--- src/core/timebase_defines.svh ---
`ifndef TIMEBASE_DEFINES_SVH
`define TIMEBASE_DEFINES_SVH
// register indices; byte address is four times the index
`define CSR_INDEX      8'h26
`define IRQ_STAT_INDEX 8'h27
`define IRQ_MASK_INDEX 8'h28
`define CSR_RESET      8'h00
`define IRQ_RESET      1'b0
`define FLAG_BIT       0
`define IEN_BIT        1
`define SEL_LSB        2
`define SEL_MSB        3
// divide ratios in half-rate oscillator cycles
`define DIV_SEL0       18'd16000
`define DIV_SEL1       18'd32000
`define DIV_SEL2       18'd80000
`define DIV_SEL3       18'd200000
`define RESP_OKAY      2'b00
`define RESP_SLVERR    2'b10
`endif

--- src/core/timebase_pkg.sv ---
package timebase_pkg;
  typedef enum logic [1:0] {
    MODE_RUN  = 2'b00,
    MODE_WAIT = 2'b01,
    MODE_HOLD = 2'b10,
    MODE_HALT = 2'b11
  } power_mode_t;
  typedef logic [1:0] period_sel_t;
endpackage

--- src/core/periodic_timebase_tick.sv ---
`timescale 1ns/100ps
`include "timebase_defines.svh"
// Functional notes
// - divider counts oscillator edges, ratio 16000/32000/80000/200000 by period select
// - new period select takes effect only at the next period boundary
// - period end sets the tick flag in bit 0
// - reading the control/status register clears the tick flag
// - tick request only with flag, enable bit 1 and cpu mask clear
// - halt with tick enable set enters active hold instead of halt
// - wait mode keeps counting; tick request leaves wait
// - active hold keeps counting, control/status register frozen to bus access, tick request ends it
// - full halt freezes counter and register until a halt wake source
// - tick wakes from wait and active hold, never from full halt
// - reset clears the register; bits 7 to 4 read zero
// - period select and enable are software read/write fields
module periodic_timebase_tick (
  input  wire logic                      core_clk,
  input  wire logic                      rst_b,
  input  wire logic [7:0]                awaddr,
  input  wire logic                      awvalid,
  output logic                           awready,
  input  wire logic [31:0]               wdata,
  input  wire logic [3:0]                wstrb,
  input  wire logic                      wvalid,
  output logic                           wready,
  output logic [1:0]                     bresp,
  output logic                           bvalid,
  input  wire logic                      bready,
  input  wire logic [7:0]                araddr,
  input  wire logic                      arvalid,
  output logic                           arready,
  output logic [31:0]                    rdata,
  output logic [1:0]                     rresp,
  output logic                           rvalid,
  input  wire logic                      rready,
  input  wire logic                      half_rate_osc_clock,
  input  wire logic                      global_irq_mask,
  input  wire logic                      wait_enter,
  input  wire logic                      halt_exec,
  input  wire logic                      ext_wake,
  output logic                           tick_irq_req,
  output logic                           irq,
  output timebase_pkg::power_mode_t      power_mode
);
  import timebase_pkg::*;

  function automatic logic is_reg(input logic [7:0] addr, input logic [7:0] index);
    is_reg = (addr == {index[5:0], 2'b00});
  endfunction

  function automatic logic [17:0] period_last(input period_sel_t sel);
    case (sel)
      2'b00:   period_last = `DIV_SEL0 - 18'd1;
      2'b01:   period_last = `DIV_SEL1 - 18'd1;
      2'b10:   period_last = `DIV_SEL2 - 18'd1;
      default: period_last = `DIV_SEL3 - 18'd1;
    endcase
  endfunction

  // bus and register state
  logic        aw_held;
  logic [7:0]  aw_addr_q;
  logic        w_held;
  logic [31:0] wdata_q;
  logic [3:0]  wstrb_q;
  logic        tick_flag;
  logic        tick_irq_enable;
  period_sel_t period_select;
  logic        irq_status;
  logic        irq_mask;
  logic        next_aw_held;
  logic [7:0]  next_aw_addr_q;
  logic        next_w_held;
  logic [31:0] next_wdata_q;
  logic [3:0]  next_wstrb_q;
  logic        next_bvalid;
  logic [1:0]  next_bresp;
  logic        next_rvalid;
  logic [1:0]  next_rresp;
  logic [31:0] next_rdata;
  logic        next_tick_flag;
  logic        next_tick_irq_enable;
  period_sel_t next_period_select;
  logic        next_irq_status;
  logic        next_irq_mask;

  // divider and mode state
  logic        osc_sync1;
  logic        osc_sync2;
  logic        osc_prev;
  logic [17:0] div_count;
  period_sel_t active_sel;
  logic        tick;
  power_mode_t next_power_mode;
  logic [17:0] next_div_count;
  period_sel_t next_active_sel;
  logic        next_tick;

  logic        frozen;
  logic        do_write;
  logic        ar_hs;
  logic        count_en;
  logic [7:0]  csr_value;

  assign frozen    = (power_mode == MODE_HOLD) || (power_mode == MODE_HALT);
  assign awready   = !aw_held && !bvalid;
  assign wready    = !w_held && !bvalid;
  assign arready   = !rvalid;
  assign do_write  = aw_held && w_held && !bvalid;
  assign ar_hs     = arvalid && arready;
  assign csr_value = {4'h0, period_select, tick_irq_enable, tick_flag};
  assign tick_irq_req = tick_flag && tick_irq_enable && !global_irq_mask;
  assign irq       = irq_status && irq_mask;

  always_comb begin
    next_aw_held         = aw_held;
    next_aw_addr_q       = aw_addr_q;
    next_w_held          = w_held;
    next_wdata_q         = wdata_q;
    next_wstrb_q         = wstrb_q;
    next_bvalid          = bvalid;
    next_bresp           = bresp;
    next_rvalid          = rvalid;
    next_rresp           = rresp;
    next_rdata           = rdata;
    next_tick_flag       = tick_flag;
    next_tick_irq_enable = tick_irq_enable;
    next_period_select   = period_select;
    next_irq_status      = irq_status;
    next_irq_mask        = irq_mask;
    if (awvalid && awready) begin
      next_aw_held   = 1'b1;
      next_aw_addr_q = awaddr;
    end
    if (wvalid && wready) begin
      next_w_held  = 1'b1;
      next_wdata_q = wdata;
      next_wstrb_q = wstrb;
    end
    if (bvalid && bready) begin
      next_bvalid = 1'b0;
    end
    if (rvalid && rready) begin
      next_rvalid = 1'b0;
    end
    if (do_write) begin
      next_aw_held = 1'b0;
      next_w_held  = 1'b0;
      next_bvalid  = 1'b1;
      next_bresp   = `RESP_OKAY;
      // the control/status register ignores writes while the core is stopped
      if (is_reg(aw_addr_q, `CSR_INDEX)) begin
        if (wstrb_q[0] && !frozen) begin
          next_tick_irq_enable = wdata_q[`IEN_BIT];
          next_period_select   = wdata_q[`SEL_MSB:`SEL_LSB];
        end
      end else if (is_reg(aw_addr_q, `IRQ_STAT_INDEX)) begin
        if (wstrb_q[0] && wdata_q[0]) begin
          next_irq_status = 1'b0;
        end
      end else if (is_reg(aw_addr_q, `IRQ_MASK_INDEX)) begin
        if (wstrb_q[0]) begin
          next_irq_mask = wdata_q[0];
        end
      end else begin
        next_bresp = `RESP_SLVERR;
      end
    end
    if (ar_hs) begin
      next_rvalid = 1'b1;
      next_rresp  = `RESP_OKAY;
      next_rdata  = 32'h0000_0000;
      if (is_reg(araddr, `CSR_INDEX)) begin
        next_rdata = {24'h00_0000, csr_value};
        // the flag is lost to any read outside hold and halt, so bit instructions must not touch it
        if (!frozen) begin
          next_tick_flag = 1'b0;
        end
      end else if (is_reg(araddr, `IRQ_STAT_INDEX)) begin
        next_rdata = {31'h0000_0000, irq_status};
      end else if (is_reg(araddr, `IRQ_MASK_INDEX)) begin
        next_rdata = {31'h0000_0000, irq_mask};
      end else begin
        next_rresp = `RESP_SLVERR;
      end
    end
    // hardware set after the read clear, so it wins
    if (tick) begin
      next_tick_flag  = 1'b1;
      next_irq_status = 1'b1;
    end
  end

  always_ff @(posedge core_clk or negedge rst_b) begin
    if (!rst_b) begin
      aw_held         <= 1'b0;
      aw_addr_q       <= 8'h00;
      w_held          <= 1'b0;
      wdata_q         <= 32'h0000_0000;
      wstrb_q         <= 4'h0;
      bvalid          <= 1'b0;
      bresp           <= `RESP_OKAY;
      rvalid          <= 1'b0;
      rresp           <= `RESP_OKAY;
      rdata           <= 32'h0000_0000;
      tick_flag       <= 1'(`CSR_RESET >> `FLAG_BIT);
      tick_irq_enable <= 1'(`CSR_RESET >> `IEN_BIT);
      period_select   <= period_sel_t'(`CSR_RESET >> `SEL_LSB);
      irq_status      <= `IRQ_RESET;
      irq_mask        <= `IRQ_RESET;
    end else begin
      aw_held         <= next_aw_held;
      aw_addr_q       <= next_aw_addr_q;
      w_held          <= next_w_held;
      wdata_q         <= next_wdata_q;
      wstrb_q         <= next_wstrb_q;
      bvalid          <= next_bvalid;
      bresp           <= next_bresp;
      rvalid          <= next_rvalid;
      rresp           <= next_rresp;
      rdata           <= next_rdata;
      tick_flag       <= next_tick_flag;
      tick_irq_enable <= next_tick_irq_enable;
      period_select   <= next_period_select;
      irq_status      <= next_irq_status;
      irq_mask        <= next_irq_mask;
    end
  end

  // the oscillator is asynchronous: count rising edges after the synchroniser
  assign count_en = osc_sync2 && !osc_prev && (power_mode != MODE_HALT);

  always_comb begin
    next_div_count  = div_count;
    next_active_sel = active_sel;
    next_tick       = 1'b0;
    next_power_mode = power_mode;
    if (count_en) begin
      if (div_count >= period_last(active_sel)) begin
        next_div_count  = 18'd0;
        next_active_sel = period_select;
        next_tick       = 1'b1;
      end else begin
        next_div_count = div_count + 18'd1;
      end
    end
    case (power_mode)
      MODE_RUN: begin
        if (halt_exec) begin
          next_power_mode = tick_irq_enable ? MODE_HOLD : MODE_HALT;
        end else if (wait_enter) begin
          next_power_mode = MODE_WAIT;
        end
      end
      MODE_WAIT: begin
        if (tick_irq_req || ext_wake) begin
          next_power_mode = MODE_RUN;
        end
      end
      MODE_HOLD: begin
        if (tick_irq_req || ext_wake) begin
          next_power_mode = MODE_RUN;
        end
      end
      MODE_HALT: begin
        if (ext_wake) begin
          next_power_mode = MODE_RUN;
        end
      end
      default: begin
        next_power_mode = MODE_RUN;
      end
    endcase
  end

  always_ff @(posedge core_clk or negedge rst_b) begin
    if (!rst_b) begin
      osc_sync1  <= 1'b0;
      osc_sync2  <= 1'b0;
      osc_prev   <= 1'b0;
      div_count  <= 18'd0;
      active_sel <= period_sel_t'(`CSR_RESET >> `SEL_LSB);
      tick       <= 1'b0;
      power_mode <= MODE_RUN;
    end else begin
      osc_sync1  <= half_rate_osc_clock;
      osc_sync2  <= osc_sync1;
      osc_prev   <= osc_sync2;
      div_count  <= next_div_count;
      active_sel <= next_active_sel;
      tick       <= next_tick;
      power_mode <= next_power_mode;
    end
  end
endmodule

--- config.mk ---
export PLATFORM = sky130hd
export DESIGN_NAME = periodic_timebase_tick
export DESIGN_NICKNAME = d
export VERILOG_FILES = /design/src/core/timebase_pkg.sv /design/src/core/periodic_timebase_tick.sv
export VERILOG_INCLUDE_DIRS = /design/src /design/src/core
export SDC_FILE = /design/constraint.sdc
export NUM_CORES = 1
export LEC_CHECK = 0
export ABC_CLOCK_PERIOD_IN_PS = 2400
export BUFFER_PORTS_ARGS = -buffer_cell sky130_fd_sc_hd__buf_2
export CAP_MARGIN = 15
export CORE_ASPECT_RATIO = 0.6
export CORE_UTILIZATION = 36
export DETAILED_ROUTE_END_ITERATION = 16
export GPL_TIMING_DRIVEN = 0
export SYNTH_ARGS = -nofsm -noshare
export SYNTH_HDL_FRONTEND = slang
export SYNTH_SLANG_ARGS = --single-unit
--- constraint.sdc ---
create_clock -name core_clk -period 2.4 [get_ports core_clk]
set_input_delay 0.24 -clock core_clk [delete_from_list [all_inputs] [get_ports core_clk]]
set_output_delay 0.24 -clock core_clk [all_outputs]
set_load 0.02 [all_outputs]
# == After elaboration in Yosys (flattened, before gate mapping) ==
# Cells that the tools add are included.
# word_totals
register_bits,85
inputBits,64
out_inout_bits,45
elab_cells,123
# op_classes
add_sub_neg,1
order_cmp,1
eq_ne,17
muxes,37
n_bitwise,2
reduce_logical,43
# ops
cell,count
$pmux 18 s3,1
$eq 8x8->1 const B,6
$mux 18,2
$mux 1,22
$mux 2,10
$add 18x1->18 const B,1
$ge 18x18->1,1
$reduce_bool 2->1,9
$logic_and 1x1->1,16
$reduce_and 3->1,3
$ne 2x2->1 const B,4
$logic_not 1->1,7
$eq 2x2->1 const B,3
$pmux 2 s3,1
$reduce_and 5->1,1
$eq 2x1->1 const B,2
$logic_not 2->1,2
$mux 4,1
$reduce_and 4->1,1
$ne 3x3->1 const B,1
$logic_or 1x1->1,2
$ne 2x1->1 const B,1
$not 1->1,2
$reduce_and 2->1,1
$reduce_or 2->1,1

# == Longest topological paths before layout ==
# Gate-level depths: netlist of the first run.
# depth
depth_word,7
depth_mapped,11

# == Worst setup path after synthesis of the first run ==
# No wires, ideal clock.
# synth_timing
path_kind,register to register
start,register active_sel[1]
end,register active_sel[0]
arrival_time_ns,2.206
t_required_ns,2.275
path_slack_ns,0.069
stages_incl_launch_ff,9
path_buffers,1
synth_period_minus_slack_ns,2.331
cell_sequence,dfrtp_1 > or2_2 > ha_1 > nor2b_1 > a2111oi_2 > o21ai_2 > and2_4 > buf_6 > mux2_4
# synth_between
elab_chain_cells,5
word_cells_on_any_way,7
classes_between,order compare: 1; eq/ne: 2; mux: 2; reduce/logical: 2
# synth_lines
element,line,text
from (decl),periodic_timebase_tick.sv:92,period_sel_t active_sel;
from (signal assigned),periodic_timebase_tick.sv:282,active_sel <= period_sel_t'(`CSR_RESET >> `SEL_LSB);
from (signal assigned),periodic_timebase_tick.sv:290,active_sel <= next_active_sel;
$eq 2x2->1 (tied with other cells),periodic_timebase_tick.sv:52,case (sel)
$pmux 18 s3 *,periodic_timebase_tick.sv:52,
$mux 18 *,periodic_timebase_tick.sv:238,if (count_en) begin
$ge 18x18->1 *,periodic_timebase_tick.sv:239,if (div_count >= period_last(active_sel)) begin
$reduce_and 2->1 (no line) *,n/a,
# Mark *: on every way between the ends. The rest lies on a longest branch, timed or not. The select of a mux whose other input is x is not followed.
# A chain may end at the register's enable or synchronous reset.

# == Worst setup path in the final report of the first run ==
# layout_timing
start,register active_sel[1]
end,register active_sel[1]
# The elaborated chain is that of the path after synthesis.

==> results of run 1 <==
-- registers in the layout, indices dropped and copies added, names as in the netlist, 2 cells and up --
signal / count
period_select: 2
active_sel: 2
aw_addr_q: 8
wdata_q: 4
div_count: 18
rdata: 4
power_mode: 2
-- cells by family (layout without fill, tap and decap cells) --
group	count (synthesis)	count (layout)	synth area share, %
DFF	55	55	46.7
muxes	20	20	7.86
other	1	30	0.127
and+or+nand+nor	94	94	16.7
buffers and inverters	44	105	10.2
xor gates and xnor gates	13	13	3.87
adders and majority gates	11	11	4.67
AOI/OAI and AO/OA	42	42	9.86
-- where the power goes --
group / internal (W) / switching, W / leakage (nW)
clock network: 0.000492 / 0.000330 / 0.0838
registers: 0.00114 / 0.000161 / 0.701
logic: 0.000357 / 0.000394 / 1.04
total: 0.00198 / 0.000886 / 1.83
-- worst max-delay path, stage by stage, from the launching register on --
cell and delay (ps):
dfrtp_1 420, and2_4 190, inv_4 50, ha_4 260, and4b_1 210, and3_1 190
nand3_2 100, o21ai_4 180, and2_4 250, mux2_4 310
-- final timing paths --
path                                           from             to  slack, ps
worst min register to register            osc_sync1      osc_sync2        350
min in group asynchronous                     rst_b   aw_addr_q[7]        410
worst min-delay path            half_rate_osc_clock      osc_sync1         50
max in group asynchronous                     rst_b  active_sel[0]       1440
worst max register to register        active_sel[1]  active_sel[1]        120
worst max-delay path                  active_sel[1]  active_sel[1]        120
-- Yosys cell counts (all sizes together) (5+ instances only) --
cell type  count
nor2          29
nand3          8
nor3           6
o21ai          8
xnor2          7
inv           10
mux2          19
xor2           6
a21o           6
nand2         22
a21oi         10
buf           32
nand4          5
dfrtp         55
ha            11
-- stage by stage --
| stage | setup TNS [ps] | area [sq um] | worst slack (ps) | power [W] |
|---|---|---|---|---|
| after floorplan | 0 | 3050 | 69.4 | 0.00184 |
| final | 0 | 3700 | 120 | 0.00287 |
| after CTS | 0 | 3690 | 12.6 | 0.00290 |
| after global placement | -855 | 3420 | -145 | 0.00203 |
| after global routing | 0 | 3700 | 19.9 | 0.00305 |
| after detailed placement | -1380 | 3440 | -184 | 0.00207 |
-- layout make-up --
cell class	instances	area [sq um]
flip-flops and latches	55	1380
multi-input cells	210	1430
well taps	108	135
inverters	10	40.0
clock buffers	5	125
fillers	753	4180
repair buffers	54	303
plain buffers	33	248
clock inverters	3	43.8
-- routing by layer --
metal	vias to the layer above	part of all wire, %	GRT usage [%]	wire length (um)
met3	4	5.0	4.01	298
met2	51	38	18.6	2270
met4	0	1.1	5.91	64
met5	-	0	0	0
met1	1002	56	24.3	3350
li1	1096	-	-	-
-- repair_timing --
action / 4_1_cts / 5_1_grt
buffers inserted: 5 / 0
pin swaps: 4 / 4
gates resized for setup: 4 / 6
setup endpoints to repair: 12 / 13
hold buffers: 1 / 0
endpoints found under the hold margin: 16 / 0
==> flow_metrics.env, run 1 <==
export IMPL_status="completed"
export IMPL_yosysTopAreaCell="dfrtp_1"
export IMPL_netlist_area_sq_um=2940
export IMPL_hold_viol=0
export IMPL_maxCapViolCount=0
export IMPL_ys_top_cells_by_area="dfrtp_1 47%, buf_4 7.6%, mux2_2 6.5%"
export IMPL_overflow=0
export IMPL_clockBufferDepth=2
export IMPL_io_pin_count=109
export IMPL_ir_drop_v=0.000547
export IMPL_core_area_sq_um=7880
export IMPL_maxSlewViolCount=0
export IMPL_worstMarginPinSlew_ps=722
export IMPL_layout_drive_gt1_share_pct=35.1
export IMPL_wire_per_inst_um=12.5
export IMPL_cts_inserted_buffers=5
export IMPL_syn_area_per_cell_sq_um=10.5
export IMPL_ys_seq_area_share_pct=46.7
export IMPL_clkTransAtPathRegs_ps=70
export IMPL_dieWidth_um=119
export IMPL_min_period_over_period_pct=95.0
export IMPL_synth_ff_type="dfrtp_1"
export IMPL_worstSetupStartpointType="register"
export IMPL_setup_violations=0
export IMPL_die_y_um=72.1
export IMPL_clk_latency_ps=300
export IMPL_die_area_sq_um=8560
export IMPL_antenna_found_initial=0
export IMPL_area_growth_pct=25.6
export IMPL_grt_pass1_wl_um=9940
export IMPL_p_leak_nw=1.83
export IMPL_grt_usage_pct=15.2
export IMPL_cp_arrival_ps=2470
export IMPL_hold_class="in2reg"
export IMPL_avgViaCountPerCell=4.50
export IMPL_whs_ps=46.1
export IMPL_ys_ff_latch=55
export IMPL_gp_congestion=0.833
export IMPL_synth_cells=280
export IMPL_cp_end_kind="register"
export IMPL_async_flop_share_pct=100
export IMPL_antenna_cells=0
export IMPL_cts_tree="done"
export IMPL_vias=2153
export IMPL_cts_root_buf="clkbuf_16"
export IMPL_path_class="reg2reg"
export IMPL_synth_edff_count=0
export IMPL_power_density_nw_per_um2=776
export IMPL_post_route_util_pct=46.9
export IMPL_drt_pass1_iter_count=4
export IMPL_min_path_cells=1
export IMPL_placed_cells=465
export IMPL_stdcell_count=478
export IMPL_final_common_cell="dfrtp_1"
export IMPL_yosys_warnings=0
export IMPL_drtAntennaViolNets=0
export IMPL_port_buffer_count=47
export IMPL_min_period_ps=2280
export IMPL_synth_cell_type_count=49
export IMPL_cp_max_fo=7
export IMPL_cp_required_ps=2590
export IMPL_drt_iter0_drc=73
export IMPL_fmax_mhz=439
export IMPL_hpwl_um=4580
export IMPL_htreeDepth=2
export IMPL_rsz0062_at_grt="false"
export IMPL_finalClockSkew_ps=5.15
export IMPL_grt_start_max_net_pins=40
export IMPL_drt_wl_total_um=5990
export IMPL_fp_row_count=25
export IMPL_grt_pass1_vias=1999
export IMPL_layout_common_cells="54 x dfrtp_1, 48 x buf_2, 35 x buf_4"
export IMPL_nets=444
export IMPL_start_util_pct=37.3
export IMPL_synth_top_area_share_pct=46.7
export IMPL_slew_limit_headroom_pct=51.7
export IMPL_r2r_cells=9
export IMPL_clkSinkCount=55
export IMPL_drc=0
(Power assumes the default switching activity.)
==> run 2, diff against run 1 <==
ABC_CLOCK_PERIOD_IN_PS = 2700   (was 2400)
CORE_UTILIZATION = 40   (was 36)
PLACE_DENSITY = 0.67   (was unset)
clock period = 2.7 ns   (was 2.4 ns; I/O delays follow)
==> run 2 against run 1 <==
Against the previous run:
- critical path depth grew 1
- routed wire length shrank 4.0%
- flip-flop and latch count is the same
- clock-buffer cell count is the same
- combinational power shrank 11%
==> flow_metrics.env, run 2 (synthesized netlist as in run 1, its figures left out) <==
export IMPL_clockBufferDepth=2
export IMPL_final_common_cell="dfrtp_1"
export IMPL_drt_wl_total_um=5750
export IMPL_cp_required_ps=2880
export IMPL_layout_common_cells="55 x dfrtp_1, 48 x buf_2, 30 x buf_4, 30 x conb_1, 29 x nor2_1"
export IMPL_slew_limit_headroom_pct=53.6
export IMPL_grt_pass1_vias=1997
export IMPL_cts_root_buf="clkbuf_16"
export IMPL_clk_latency_ps=300
export IMPL_drtAntennaViolNets=0
export IMPL_overflow=0
export IMPL_dp_slack_ps=161
export IMPL_grt_start_max_net_pins=31
export IMPL_clkSinkCount=55
export IMPL_setup_violations=0
export IMPL_port_buffer_count=47
export IMPL_cp_end_kind="register"
export IMPL_io_pin_count=109
export IMPL_whs_ps=5.49
export IMPL_drt_pass1_iter_count=4
export IMPL_dieWidth_um=113
export IMPL_path_class="reg2reg"
export IMPL_setup_tns_ps=0
export IMPL_maxSlewViolCount=0
export IMPL_die_y_um=68.5
export IMPL_vias=2159
export IMPL_largest_register="div_count"
export IMPL_wire_per_inst_um=12.7
export IMPL_worstSetupStartpointType="register"
export IMPL_finalClockSkew_ps=8.78
export IMPL_grt_pass1_wl_um=9780
export IMPL_htreeDepth=2
export IMPL_worstMarginPinSlew_ps=694
export IMPL_slowest_stage="a2111oi_2"
export IMPL_nets=439
export IMPL_dpl_instance_area_sq_um=3420
export IMPL_critPathBufInv=2
export IMPL_cp_arrival_ps=2740
export IMPL_drt_iter0_drc=146
export IMPL_post_route_cell_area_sq_um=3590
export IMPL_largest_reg_flops=18
export IMPL_status="completed"
export IMPL_area_growth_pct=22.1
export IMPL_antenna_found_initial=0
export IMPL_cts_tree="done"
export IMPL_drc=0
export IMPL_min_period_over_period_pct=95.1
export IMPL_postCtsSetupBuffers=0
export IMPL_hold_class="in2async"
export IMPL_fp_row_count=23
export IMPL_ir_drop_v=0.000455
export IMPL_path_delay_family="compound AO/OA/AOI/OAI gates"
export IMPL_antenna_cells=0
export IMPL_die_area_sq_um=7720
export IMPL_maxCapViolCount=0
export IMPL_reg_top3="div_count x18, aw_addr_q x8"
export IMPL_cpMostUsedCell="and2_4"
export IMPL_cts_inserted_buffers=5
export IMPL_start_util_pct=42.8
export IMPL_cp_max_fo=8
export IMPL_max_stage_delay_ps=470
export IMPL_p_leak_nw=1.80
export IMPL_layout_drive_gt1_share_pct=32.6
export IMPL_gp_congestion=0.891
export IMPL_grt_usage_pct=16.7
export IMPL_hold_viol=0
export IMPL_fin_ws_ps=133
export IMPL_avgViaCountPerCell=4.78
export IMPL_core_area_sq_um=6880
export IMPL_clkTransAtPathRegs_ps=80
export IMPL_crit_chain="and2_4 > inv_4 > ha_1 > a21oi_1 > nor2b_1 > a2111oi_2 > o21ai_4 > and2_4 > buf_6 > mux2_4"
export IMPL_fmax_mhz=390
export IMPL_power_density_nw_per_um2=711
export IMPL_power_w=0.00255
export IMPL_min_period_ps=2570
export IMPL_hpwl_um=4580
[run 2: worst paths after layout]
check	slack, ps	end	cells after the start	from
setup / recovery	130	active_sel[1]	10	active_sel[0]
max in group asynchronous	2110	rdata[3]	2	rst_b
setup reg to reg	130	active_sel[1]	10	active_sel[0]
min in group core_clk	80	osc_sync1	1	half_rate_osc_clock
hold reg to reg	360	osc_sync2	0	osc_sync1
hold / removal	5	aw_addr_q[1]	1	rst_b
[run 2: metal layers]
metal	vias up	track usage [%]	share of wire, %
li1	1087	-	-
met1	1013	25.1	54
met2	52	23.7	40
met3	7	3.90	5.0
met4	0	5.00	1.1
met5	-	0	0
[run 2: final cells by class]
cell class	count	area [sq um]
fillers	659	3280
clock buffers	5	125
multi-input cells	210	1390
clock inverters	3	43.8
repair buffers	48	255
plain buffers	34	259
inverters	10	40.0
flip-flops and latches	55	1380
well taps	87	109
[run 2: worst register-to-register path, cell delays in order (launching register included)]
cell and delay [ps]:
dfrtp_1 440, and2_4 210, inv_4 50, ha_1 290, a21oi_1 160, nor2b_1 80, a2111oi_2 470, o21ai_4 150
and2_4 190, buf_6 130, mux2_4 290
[run 2: power by group]
group          switching (W)  leakage (nW)  internal (W)  total [W]
clock               0.000296        0.0838      0.000438   0.000734
sequential          0.000141         0.703       0.00101    0.00115
combinational       0.000353          1.01      0.000318   0.000671
[run 2: repair_timing]
item,4_1_cts,5_1_grt
hold buffers,0,0
resized for setup,0,1
setup endpoints to repair,0,2
[run 2: stage by stage]
step           util [%]  instances
2_1_floorplan         -        309
3_3_place_gp       49.4        443
3_5_place_dp       49.7        444
4_1_cts            52.1        452
5_1_grt            52.2        452
6_report           52.2        452
